File: src/sru_pkg.sv
// package for the segment register unit: encodings, layouts and carriers
`default_nettype none
package sru_pkg;
	localparam int          SRU_SEL_W        = 16;
	localparam int          SRU_VA_W         = 64;
	localparam int          SRU_CANON_BIT    = 47;
	localparam logic [31:0] SRU_MSR_AUX_ONE  = 32'hC0000100;
	localparam logic [31:0] SRU_MSR_AUX_TWO  = 32'hC0000101;
	localparam logic [2:0]  SRU_SEG_EXTRA    = 3'h0;
	localparam logic [2:0]  SRU_SEG_CODE     = 3'h1;
	localparam logic [2:0]  SRU_SEG_STACK    = 3'h2;
	localparam logic [2:0]  SRU_SEG_DATA     = 3'h3;
	localparam logic [2:0]  SRU_SEG_AUX_ONE  = 3'h4;
	localparam logic [2:0]  SRU_SEG_AUX_TWO  = 3'h5;
	localparam int          SRU_NUM_SEG      = 6;
	localparam int          SRU_IDX_LSB      = 3;
	localparam int          SRU_TSEL_BIT     = 2;
	localparam logic [15:0] SRU_SEL_RESET    = 16'h0000;
	localparam logic [63:0] SRU_BASE_RESET   = 64'h0000000000000000;
	localparam logic [31:0] SRU_LIMIT_RESET  = 32'h0000FFFF;
	localparam logic [1:0]  SRU_PRIV_RESET   = 2'h0;

	// kind of reference the core makes
	typedef enum logic [1:0] {SRU_REF_FETCH, SRU_REF_DATA, SRU_REF_STRING_DST, SRU_REF_STACK} sru_ref_e;

	// decoded selector fields
	typedef struct packed {
		logic [12:0] index;
		logic        table_select_bit;
		logic [1:0]  requester_privilege;
	} sru_selector_s;

	// descriptor copy as delivered from the table walker
	typedef struct packed {
		logic [63:0] base;
		logic [31:0] limit;
		logic [1:0]  descriptor_privilege;
		logic        wide_mode;
		logic        op_size;
		logic        present;
	} sru_desc_s;

	// one segment register: visible selector plus hidden copy
	typedef struct packed {
		logic [15:0] selector;
		sru_desc_s   hidden;
	} sru_seg_s;

	// reference request from the address pipeline
	typedef struct packed {
		logic        valid;
		sru_ref_e    kind;
		logic        override_en;
		logic [2:0]  override_seg;
		logic [63:0] base_reg;
		logic [63:0] index_reg;
		logic [1:0]  scale_log2;
		logic [63:0] displacement;
	} sru_ref_s;

	// reference result
	typedef struct packed {
		logic        valid;
		logic [63:0] effective_addr;
		logic [63:0] linear_addr;
		logic [2:0]  segment;
		logic        protection_fault;
	} sru_res_s;

	// canonical form: bits above the top implemented bit copy it
	function automatic logic sru_is_canonical(input logic [63:0] va);
		sru_is_canonical = (va[63:SRU_CANON_BIT] == '0) || (va[63:SRU_CANON_BIT] == '1);
	endfunction : sru_is_canonical
endpackage : sru_pkg
`default_nettype wire

File: src/sru_addr_gen.sv
// effective address adder with segment base and limit or canonical checks
`default_nettype none
module sru_addr_gen (
	// inputs
	input  wire logic [63:0] base_reg,
	input  wire logic [63:0] index_reg,
	input  wire logic [1:0]  scale_log2,
	input  wire logic [63:0] displacement,
	input  wire logic [63:0] seg_base,
	input  wire logic [31:0] seg_limit,
	input  wire logic        long_64,
	input  wire logic        use_base,
	// outputs
	output var  logic [63:0] effective_addr,
	output var  logic [63:0] linear_addr,
	output var  logic        range_fault
);
	import sru_pkg::*;

	// wrap is intended: sums fold across positive and negative addresses
	always_comb begin
		effective_addr = base_reg + (index_reg << scale_log2) + displacement;
		if (long_64) begin
			linear_addr = use_base ? seg_base + effective_addr : effective_addr;
			range_fault = !sru_is_canonical(linear_addr);
		end else begin
			// legacy width: only the low doubleword of base and offset counts
			linear_addr = {32'h00000000, seg_base[31:0] + effective_addr[31:0]};
			range_fault = (effective_addr[31:0] > seg_limit);
		end
	end
endmodule : sru_addr_gen
`default_nettype wire

File: src/sru_top.sv
// segment register unit: six selectors with hidden copies and address forming
`default_nettype none
// How it works
// - six segment registers each with a 16-bit selector
// - selection codes extra 0 code 1 stack 2 data 3 aux 4 and 5
// - loading a selector copies the given descriptor into the hidden copy
// - hidden copies not software visible except the two auxiliary bases
// - code loads set current privilege to descriptor privilege
// - fetches always use the code segment
// - data uses default data; string destinations extra; stack ops stack
// - in 64-bit mode code base is zero and canonical check replaces limit
// - in 64-bit mode extra, data and stack have base zero, canonical checks
// - mode changes leave all segment registers untouched
// - auxiliary override address is 64-bit base plus offset, wrapping
// - auxiliary overrides in 64-bit mode only check canonical form
// - selector load into auxiliary writes 32-bit base, upper bits cleared
// - null selector into auxiliary keeps hidden copy unchanged
// - auxiliary bases as model registers, 64-bit write at privilege zero
// - enabled user base writes in 64-bit mode, 32-bit operand zero-extends
// - non-canonical base write raises protection fault, base unchanged
// - compatibility mode ignores upper 32 auxiliary base bits
// - selector index bits 15 to 3, table bit 2, privilege bits 1 to 0
// - outside 64-bit mode reference through null selector faults
module sru_top (
	// clock and reset
	input  wire logic                 clk_sys,
	input  wire logic                 resetn,
	// mode
	input  wire logic                 long_64,
	input  wire logic                 user_base_write_enable,
	// segment load from the descriptor fetch path
	input  wire logic                 load_valid,
	input  wire logic [2:0]           load_seg,
	input  wire logic [15:0]          load_selector,
	input  wire sru_pkg::sru_desc_s   load_desc,
	// model register write
	input  wire logic                 model_reg_write_insn,
	input  wire logic [31:0]          model_reg_addr,
	input  wire logic [63:0]          model_reg_data,
	// user base write instructions
	input  wire logic                 write_aux_one_base_insn,
	input  wire logic                 write_aux_two_base_insn,
	input  wire logic                 base_op_32,
	input  wire logic [63:0]          base_wr_data,
	// model register read and selector read
	input  wire logic                 model_reg_read_insn,
	input  wire logic [2:0]           sel_read_seg,
	// address reference
	input  wire sru_pkg::sru_ref_s    ref_req,
	// outputs
	output var  sru_pkg::sru_res_s    ref_res,
	output var  logic [1:0]           current_privilege,
	output var  logic                 wide_mode,
	output var  logic                 op_size,
	output var  logic                 base_write_fault,
	output var  logic                 base_write_done,
	output var  logic [63:0]          model_reg_rdata,
	output var  logic                 model_reg_rvalid,
	output var  logic [15:0]          sel_read_data
);
	import sru_pkg::*;

	// whole state of the unit
	typedef struct packed {
		sru_seg_s [SRU_NUM_SEG-1:0] seg;
		logic [1:0]                 current_privilege;
		sru_res_s                   res;
		logic                       base_write_fault;
		logic                       base_write_done;
		logic [63:0]                model_reg_rdata;
		logic                       model_reg_rvalid;
		logic [15:0]                sel_read_data;
	} sru_state_s;

	sru_state_s  st;
	sru_state_s  next_st;
	logic [2:0]  use_seg;
	sru_seg_s    use_entry;
	logic        use_base;
	logic [63:0] ag_ea;
	logic [63:0] ag_lin;
	logic        ag_fault;

	// true when the selector is the null one: index zero and global table
	function automatic logic sru_is_null(input logic [15:0] sel);
		sru_selector_s s;
		s = sel;
		sru_is_null = (s.index == '0) && !s.table_select_bit;
	endfunction : sru_is_null

	// pick segment for a reference
	always_comb begin
		use_seg = SRU_SEG_DATA;
		case (ref_req.kind)
			SRU_REF_FETCH:      use_seg = SRU_SEG_CODE;
			SRU_REF_STRING_DST: use_seg = SRU_SEG_EXTRA;
			SRU_REF_STACK:      use_seg = SRU_SEG_STACK;
			SRU_REF_DATA: begin
				if (ref_req.override_en && ref_req.override_seg < 3'(SRU_NUM_SEG))
					use_seg = ref_req.override_seg;
			end
			default:            use_seg = SRU_SEG_DATA;
		endcase
		use_entry = st.seg[use_seg];
		// in 64-bit mode only the auxiliary segments carry a base
		use_base  = !long_64 || use_seg == SRU_SEG_AUX_ONE || use_seg == SRU_SEG_AUX_TWO;
	end

	sru_addr_gen u_addr_gen (
		.base_reg       (ref_req.base_reg),
		.index_reg      (ref_req.index_reg),
		.scale_log2     (ref_req.scale_log2),
		.displacement   (ref_req.displacement),
		.seg_base       (use_entry.hidden.base),
		.seg_limit      (use_entry.hidden.limit),
		.long_64        (long_64),
		.use_base       (use_base),
		.effective_addr (ag_ea),
		.linear_addr    (ag_lin),
		.range_fault    (ag_fault)
	);

	// next-state logic: loads, base writes, reads and reference results
	always_comb begin
		logic        aux_sel;
		logic [2:0]  aux_idx;
		logic [63:0] wdata;
		logic        wr_any;
		aux_sel = 1'b0;
		aux_idx = SRU_SEG_AUX_ONE;
		wdata   = '0;
		wr_any  = 1'b0;
		next_st = st;
		next_st.base_write_fault = 1'b0;
		next_st.base_write_done  = 1'b0;
		next_st.model_reg_rvalid = 1'b0;

		// mode inputs never touch the stored registers; only loads and base writes do
		if (load_valid && load_seg < 3'(SRU_NUM_SEG)) begin
			aux_sel = (load_seg == SRU_SEG_AUX_ONE) || (load_seg == SRU_SEG_AUX_TWO);
			next_st.seg[load_seg].selector = load_selector;
			if (aux_sel) begin
				// null into an auxiliary keeps the hidden copy
				if (!sru_is_null(load_selector)) begin
					next_st.seg[load_seg].hidden = load_desc;
					next_st.seg[load_seg].hidden.base = {32'h00000000, load_desc.base[31:0]};
				end
			end else begin
				next_st.seg[load_seg].hidden = load_desc;
			end
			if (load_seg == SRU_SEG_CODE)
				next_st.current_privilege = load_desc.descriptor_privilege;
		end

		// base writes: privileged model register path, or enabled user path
		if (model_reg_write_insn && st.current_privilege == 2'h0 &&
		    (model_reg_addr == SRU_MSR_AUX_ONE || model_reg_addr == SRU_MSR_AUX_TWO)) begin
			wr_any  = 1'b1;
			aux_idx = (model_reg_addr == SRU_MSR_AUX_ONE) ? SRU_SEG_AUX_ONE : SRU_SEG_AUX_TWO;
			wdata   = model_reg_data;
		end else if ((write_aux_one_base_insn || write_aux_two_base_insn) &&
		             user_base_write_enable && long_64) begin
			wr_any  = 1'b1;
			aux_idx = write_aux_one_base_insn ? SRU_SEG_AUX_ONE : SRU_SEG_AUX_TWO;
			wdata   = base_op_32 ? {32'h00000000, base_wr_data[31:0]} : base_wr_data;
		end
		if (wr_any) begin
			if (sru_is_canonical(wdata)) begin
				next_st.seg[aux_idx].hidden.base = wdata;
				next_st.base_write_done = 1'b1;
			end else begin
				next_st.base_write_fault = 1'b1;
			end
		end

		// only the auxiliary bases are readable from the hidden side
		if (model_reg_read_insn && st.current_privilege == 2'h0) begin
			next_st.model_reg_rvalid = 1'b1;
			if (model_reg_addr == SRU_MSR_AUX_ONE)
				next_st.model_reg_rdata = st.seg[SRU_SEG_AUX_ONE].hidden.base;
			else if (model_reg_addr == SRU_MSR_AUX_TWO)
				next_st.model_reg_rdata = st.seg[SRU_SEG_AUX_TWO].hidden.base;
			else
				next_st.model_reg_rdata = '0;
		end
		next_st.sel_read_data = (sel_read_seg < 3'(SRU_NUM_SEG)) ? st.seg[sel_read_seg].selector : '0;

		// reference result, one cycle after the request
		next_st.res.valid          = ref_req.valid;
		next_st.res.effective_addr = ag_ea;
		next_st.res.linear_addr    = ag_lin;
		next_st.res.segment        = use_seg;
		next_st.res.protection_fault = ref_req.valid &&
			(ag_fault || (!long_64 && sru_is_null(use_entry.selector)));
	end

	// register the state; software owns code and stack loads before use
	always_ff @(posedge clk_sys) begin
		if (!resetn) begin
			for (int i = 0; i < SRU_NUM_SEG; i++) begin
				st.seg[i].selector                    <= SRU_SEL_RESET;
				st.seg[i].hidden.base                 <= SRU_BASE_RESET;
				st.seg[i].hidden.limit                <= SRU_LIMIT_RESET;
				st.seg[i].hidden.descriptor_privilege <= SRU_PRIV_RESET;
				st.seg[i].hidden.wide_mode            <= 1'b0;
				st.seg[i].hidden.op_size              <= 1'b0;
				st.seg[i].hidden.present              <= 1'b1;
			end
			st.current_privilege <= SRU_PRIV_RESET;
			st.res               <= '0;
			st.base_write_fault  <= 1'b0;
			st.base_write_done   <= 1'b0;
			st.model_reg_rdata   <= '0;
			st.model_reg_rvalid  <= 1'b0;
			st.sel_read_data     <= SRU_SEL_RESET;
		end else begin
			st <= next_st;
		end
	end

	// outputs straight from state flops; code attributes honoured in any mode
	assign ref_res           = st.res;
	assign current_privilege = st.current_privilege;
	assign wide_mode         = st.seg[SRU_SEG_CODE].hidden.wide_mode;
	assign op_size           = st.seg[SRU_SEG_CODE].hidden.op_size;
	assign base_write_fault  = st.base_write_fault;
	assign base_write_done   = st.base_write_done;
	assign model_reg_rdata   = st.model_reg_rdata;
	assign model_reg_rvalid  = st.model_reg_rvalid;
	assign sel_read_data     = st.sel_read_data;
endmodule : sru_top
`default_nettype wire

File: config.mk
export PLATFORM = sky130hd
export DESIGN_NAME = sru_top
export DESIGN_NICKNAME = d
export VERILOG_FILES = /design/src/sru_pkg.sv /design/src/sru_addr_gen.sv /design/src/sru_top.sv
export SDC_FILE = /design/constraint.sdc
export NUM_CORES = 2
export LEC_CHECK = 0
export CAP_MARGIN = 15
export CORE_UTILIZATION = 35
export DETAILED_ROUTE_END_ITERATION = 10
export DONT_BUFFER_PORTS = 1
export GPL_ROUTABILITY_DRIVEN = 0
export PLACE_DENSITY = 0.47
export SLEW_MARGIN = 20
export SYNTH_ARGS = -nofsm -noshare
export SYNTH_HDL_FRONTEND = slang
export SYNTH_SLANG_ARGS = --single-unit
export TNS_END_PERCENT = 100
File: constraint.sdc
create_clock -name clk_sys -period 24.8 [get_ports clk_sys]
set_input_delay 2.48 -clock clk_sys [delete_from_list [all_inputs] [get_ports clk_sys]]
set_output_delay 2.48 -clock clk_sys [all_outputs]
set_load 0.02 [all_outputs]
Word-level counts from Yosys, hierarchy flattened
Index checks and enable logic that the tools add are counted. Widths: inputs -> output; s select.

Flip-flop bits (word level): 920. Bits in latches: 0. Memory bits (writable): 0. Memory bits (read-only): 0. Output and inout port bits: 220. Memories: 0.

Add/sub/neg operators: 4. Multipliers: 0. Div/mod/pow operators: 0. Order comparisons: 10. Equal/unequal tests: 12. Shift operators: 1. Mux-type cells: 41. Bitwise gates (word level): 0. Reductions and logical operators: 35.

Operator list (count): $bwmux 702 (4); $mux 702 (4); $demux 117 s3 (4); $mux 704 (1); $bmux 117 s3 (2); $mux 64 (6); $mux 117 (3); $mux 101 (3); $add 64x64->64 (3); $eq 32x32->1 const B (2); $shl 64x2->64 (1); $eq 17x17->1 const B (2); $logic_not 17->1 (2); $add 32x32->32 (1); $gt 32x32->1 (1); $mux 32 (1); $logic_not 13->1 (2); $lt 3x4->1 const B (4); $logic_and 1x1->1 (13); $eq 3x3->1 const B (4); $pmux 3 s4 (1); $mux 1 (10); $lt 3x3->1 const B (3); $logic_or 1x1->1 (8); 9 further kinds (18).

Depth between registers and ports, before layout
Word-level depth: 14. Mapped depth: 34. Gate-level depth less buffers: 32.

Hierarchy
From an unflattened synthesis, not the netlist that was laid out.

Cell total of the unflattened synthesis: 6315. Area total of the unflattened synthesis: 51799.7 um^2.

Modules (own cells, without submodules): sru_top (times used 1, cells each 4541, area an instance 38572.0 um^2, sequential area each 17857.1 um^2); sru_addr_gen (times used 1, cells each 1774, area an instance 13227.7 um^2, sequential area each 0.0 um^2).

Least setup slack after synthesis
No wires, ideal clock.

Kind: input port to flip-flop. Start point: in ref_req[64] (netlist bit). End point: reg st (netlist bit ref_res[0]). Arrival time: 10.602 ns. Required time: 24.668 ns. Setup slack: 14.065 ns. Cell stages on the path: 33. Path buffers: 3. Path through: buf_1 buf_1 mux4_2 fa_1 ha_1 a21oi_1 nand2_1 o2111ai_2 nand3_1 a21o_1 a211oi_1 nor3_1 o21ai_0 o21ai_0 a221oi_1 nor3_1 or3b_2 ha_1 clkbuf_1 a21o_1 a21o_1 a221o_1 a311oi_1 nand2_1 o21ai_1 o21bai_1 xor2_1 mux2i_1 or4b_1 nor4bb_1 nand3_1 nor4b_1 a311oi_1.

Cells in the longest elaborated chain, start to end: 11. Elaborated cells on any way between the ends: 13. Classes of those cells: add/sub: 3; order compare: 1; eq/ne: 1; shift: 1; mux: 2; reduce/logical: 5.

RTL lines: from (decl) (RTL line sru_top.sv:49) `input wire sru_pkg::sru_ref_s ref_req,`; $shl 64x2->64 (*) (RTL line sru_addr_gen.sv:22) `effective_addr = base_reg + (index_reg << scale_log2) + displacement;`; $add 64x64->64 (*) (2 in series) (RTL line sru_addr_gen.sv:22); named net ag_ea[41] (RTL line sru_top.sv:80) `logic [63:0] ag_ea;`; $add 64x64->64 (*) (RTL line sru_addr_gen.sv:24) `linear_addr = use_base ? seg_base + effective_addr : effective_addr;`; $mux 64 (*) (RTL line sru_addr_gen.sv:24); $eq 17x17->1 / $logic_not 17->1 (equally long branches) (RTL line sru_pkg.sv:72) `sru_is_canonical = (va[63:SRU_CANON_BIT] == '0) || (va[63:SRU_CANON_BIT] == '1);`; $logic_or 1x1->1 (*) (RTL line sru_pkg.sv:72); $logic_not 1->1 (*) (RTL line sru_addr_gen.sv:25) `range_fault = !sru_is_canonical(linear_addr);`; $mux 1 (*) (RTL line sru_addr_gen.sv:23) `if (long_64) begin`; $logic_or 1x1->1 (*) (RTL line sru_top.sv:194) `(ag_fault || (!long_64 && sru_is_null(use_entry.selector)));`; $logic_and 1x1->1 (*) (RTL line sru_top.sv:193) `next_st.res.protection_fault = ref_req.valid &&`; to (signal assigned) (RTL line sru_top.sv:217) `st <= next_st;`; to (decl) (RTL line sru_top.sv:75) `sru_state_s st;`.

Mark *: on every way through the listed nets, which the timed path passes. The rest lies on a longest branch. A chain may end at the register's enable or synchronous reset.

Worst setup path in the final report
Ends and elaborated chain as after synthesis.

==> impl_metrics.py <==
metrics = {
    "status": {
        "status": "finished clean",
    },
    "pwr": {
        "leakagePower_nw": 19.6,
        "power.density_nw_per_um2": 88.2,
        "ir_drop_mv": 0.0677,
        "finalPower_mw": 4.74,
    },
    "sta": {
        "setup_slack_ns": 14.15,
        "drv_slew": 0,
        "fmax_ghz": 0.0939,
        "finalHoldViolations": 0,
        "tns_ns": 0,
        "finalClockSkew_ns": 0.0787,
        "rsz0062_at_grt": "false",
        "max_slew.worst_pin.slew_ns": 1.14,
        "max-slew-margin-rel_pct": 24.0,
        "setup_viol": 0,
        "hold_ws_ns": 0.452,
        "fin_crit_sh_pct": 43.0,
        "post-route-min-period_ns": 10.65,
    },
    "place": {
        "place_area_um2": 50000,
        "port_buffers": 0,
        "pre_cts_ws_ns": 13.48,
        "dp.cells": 7558,
        "dp_hpwl_um": 144000,
    },
    "floorplanning": {
        "start_util_pct": 35.4,
        "io_pins": 714,
        "core_um2": 142000,
        "core.rowCount": 138,
        "floorplan.die.height_um": 381,
        "die_w_um": 381,
        "dieArea_um2": 145000,
    },
    "clock_network": {
        "cts-htree-levels": 3,
        "cts_hold_repair.buffers": 0,
        "clockRootBuffer": "clkbuf_16",
        "cts.path.max_buffers": 3,
        "post_cts_resized": 0,
        "cts_buffers": 104,
        "cts_tree": "yes",
        "clock-sinks": 892,
        "clk-insertion-delay-late_ns": 0.74,
        "cts.clk_slew.worst_paths_ns": 0.06,
        "cts_setup_buffers": 0,
    },
    "synth": {
        "synth_seq_cells": 892,
        "synthesis.instances": 6261,
        "ys_warn_count": 0,
        "avgSynthCellArea_um2": 8.02,
        "syn-cell-area_um2": 50200,
        "yosysMostFrequentCell": "nand2_1",
        "synth_edf_count": 0,
        "yosysUniqueCellTypes": 95,
        "synth_fp_nets": 6977,
        "synth_common_cells": "nand2_1, dfxtp_1, a21oi_1, clkbuf_1, nor2_1",
        "ys_seq_area_share_pct": 35.6,
        "yosysTopAreaCellShare_pct": 35.6,
        "synth_top_flop_cell": "dfxtp_1",
        "async_flop_share_pct": 0,
        "synth_area_leaders": "dfxtp_1, nand2_1, a21oi_1, mux4_2, ha_1",
        "synth.largest_area_cell": "dfxtp_1",
    },
    "grt": {
        "grt_max_degree": 179,
        "first_global_vias": 41200,
        "antenna_found_initial": 18,
        "grt_overflow": 0,
        "grt.total_usage_pct": 27.6,
        "grt_pass1_wl_um": 298000,
    },
    "route": {
        "drt_wl_total_um": 208000,
        "wl_per_cell_um": 26.8,
        "drtAntennaViolNets": 0,
        "first_pass_iters": 5,
        "drc": 0,
        "dr.first_iter.drc_count": 4155,
        "num_vias": 43800,
        "routed_via_density": 5.65,
    },
    "final_layout": {
        "fin_area_um2": 53700,
        "drive_above_1_share_pct": 9.48,
        "area_growth_pct": 6.96,
        "fill_cells": 14700,
        "final_cells": 7757,
        "utilization_pct": 37.8,
        "nNetsFinal": 6490,
    },
    "critical_path": {
        "cp-startpoint": "ref_req[64]",
        "crit_slowest_cell": "a221oi_1",
        "crit_fanout": 66,
        "worstSetupEndpointType": "flop",
        "crit_type": "input port to flop",
        "crit_top_cell": "a21o_1",
        "cp.required_ns": 25.38,
        "startpoint_type": "input port",
        "cpPeakStageDelay_ns": 0.57,
        "arrival_ns": 11.24,
    },
    "hold_path": {
        "hold_class": "flop to flop",
    },
    "run": {
        "maxCapViolCount": 0,
    },
}
## metal layers
metal | up-vias | track usage (%) | wire length [um]
met1 | 21400 | 38.6 | 93400
met2 | 1623 | 42.9 | 92900
met3 | 225 | 5.63 | 16900
met4 | 2 | 7.37 | 4960
li1 | 20600 | - | -
met5 | - | 0 | 13
## worst paths after layout
check | to | slack [ns] | depth (start not counted)
max | ref_res[0] | 14.15 | 32
min | flop | 0.45 | 2
max reg2reg | ref_res[0] | 18.86 | 18
min reg2reg | flop | 0.45 | 2
## cell families (layout without fill, tap and decap cells)
family | count (synthesis) | count (layout) | share of synthesized area (%)
buf+inv | 714 | 309 | 7.04
other cells | 0 | 11 | 0
mux | 270 | 270 | 9.75
fa+ha+maj | 222 | 222 | 6.50
compound gates | 1417 | 1417 | 16.5
flops | 892 | 892 | 35.6
xor+xnor | 106 | 106 | 1.85
simple gates | 2640 | 2640 | 22.8
## power breakdown
group	internal (mW)	switching, mW
Clock	0.965	0.677
Sequential	1.53	0.146
Combinational	0.506	0.911
## layout make-up
class / count / area, um2 / area share, %
multi-input cells: 4655 / 29000 / 54.0
flip-flops and latches: 892 / 17900 / 33.2
clock buffers: 146 / 3040 / 5.66
well taps: 1890 / 2360 / 4.40
clock inverters: 42 / 631 / 1.17
repair buffers: 77 / 603 / 1.12
inverters: 44 / 173 / 0.321
diodes: 11 / 27.5 / 0.0513
## layout by cell type (no fill, tap or decap), types with 64 or more instances in the layout
cell	instances
dfxtp_1	892
clkbuf_16	104
nand3_1	201
xnor2_1	67
and2_1	78
ha_1	157
o21ai_0	94
fa_1	65
mux4_2	169
nor2_1	312
a31oi_1	93
a21o_1	76
nand2_1	1635
nand4_1	64
buf_4	75
and3_1	125
a21oi_1	888
a211oi_1	92
mux2_2	64
## worst max-delay path: cells and delay by family
kind | cells | cell delay [ns]
AOI/OAI and AO/OA | 14 | 4.13
and+or+nand+nor | 11 | 2.56
xor gates and xnor gates | 1 | 0.17
adders and majority gates | 4 | 1.58
muxes | 2 | 0.30
(Power assumes the default switching activity.)
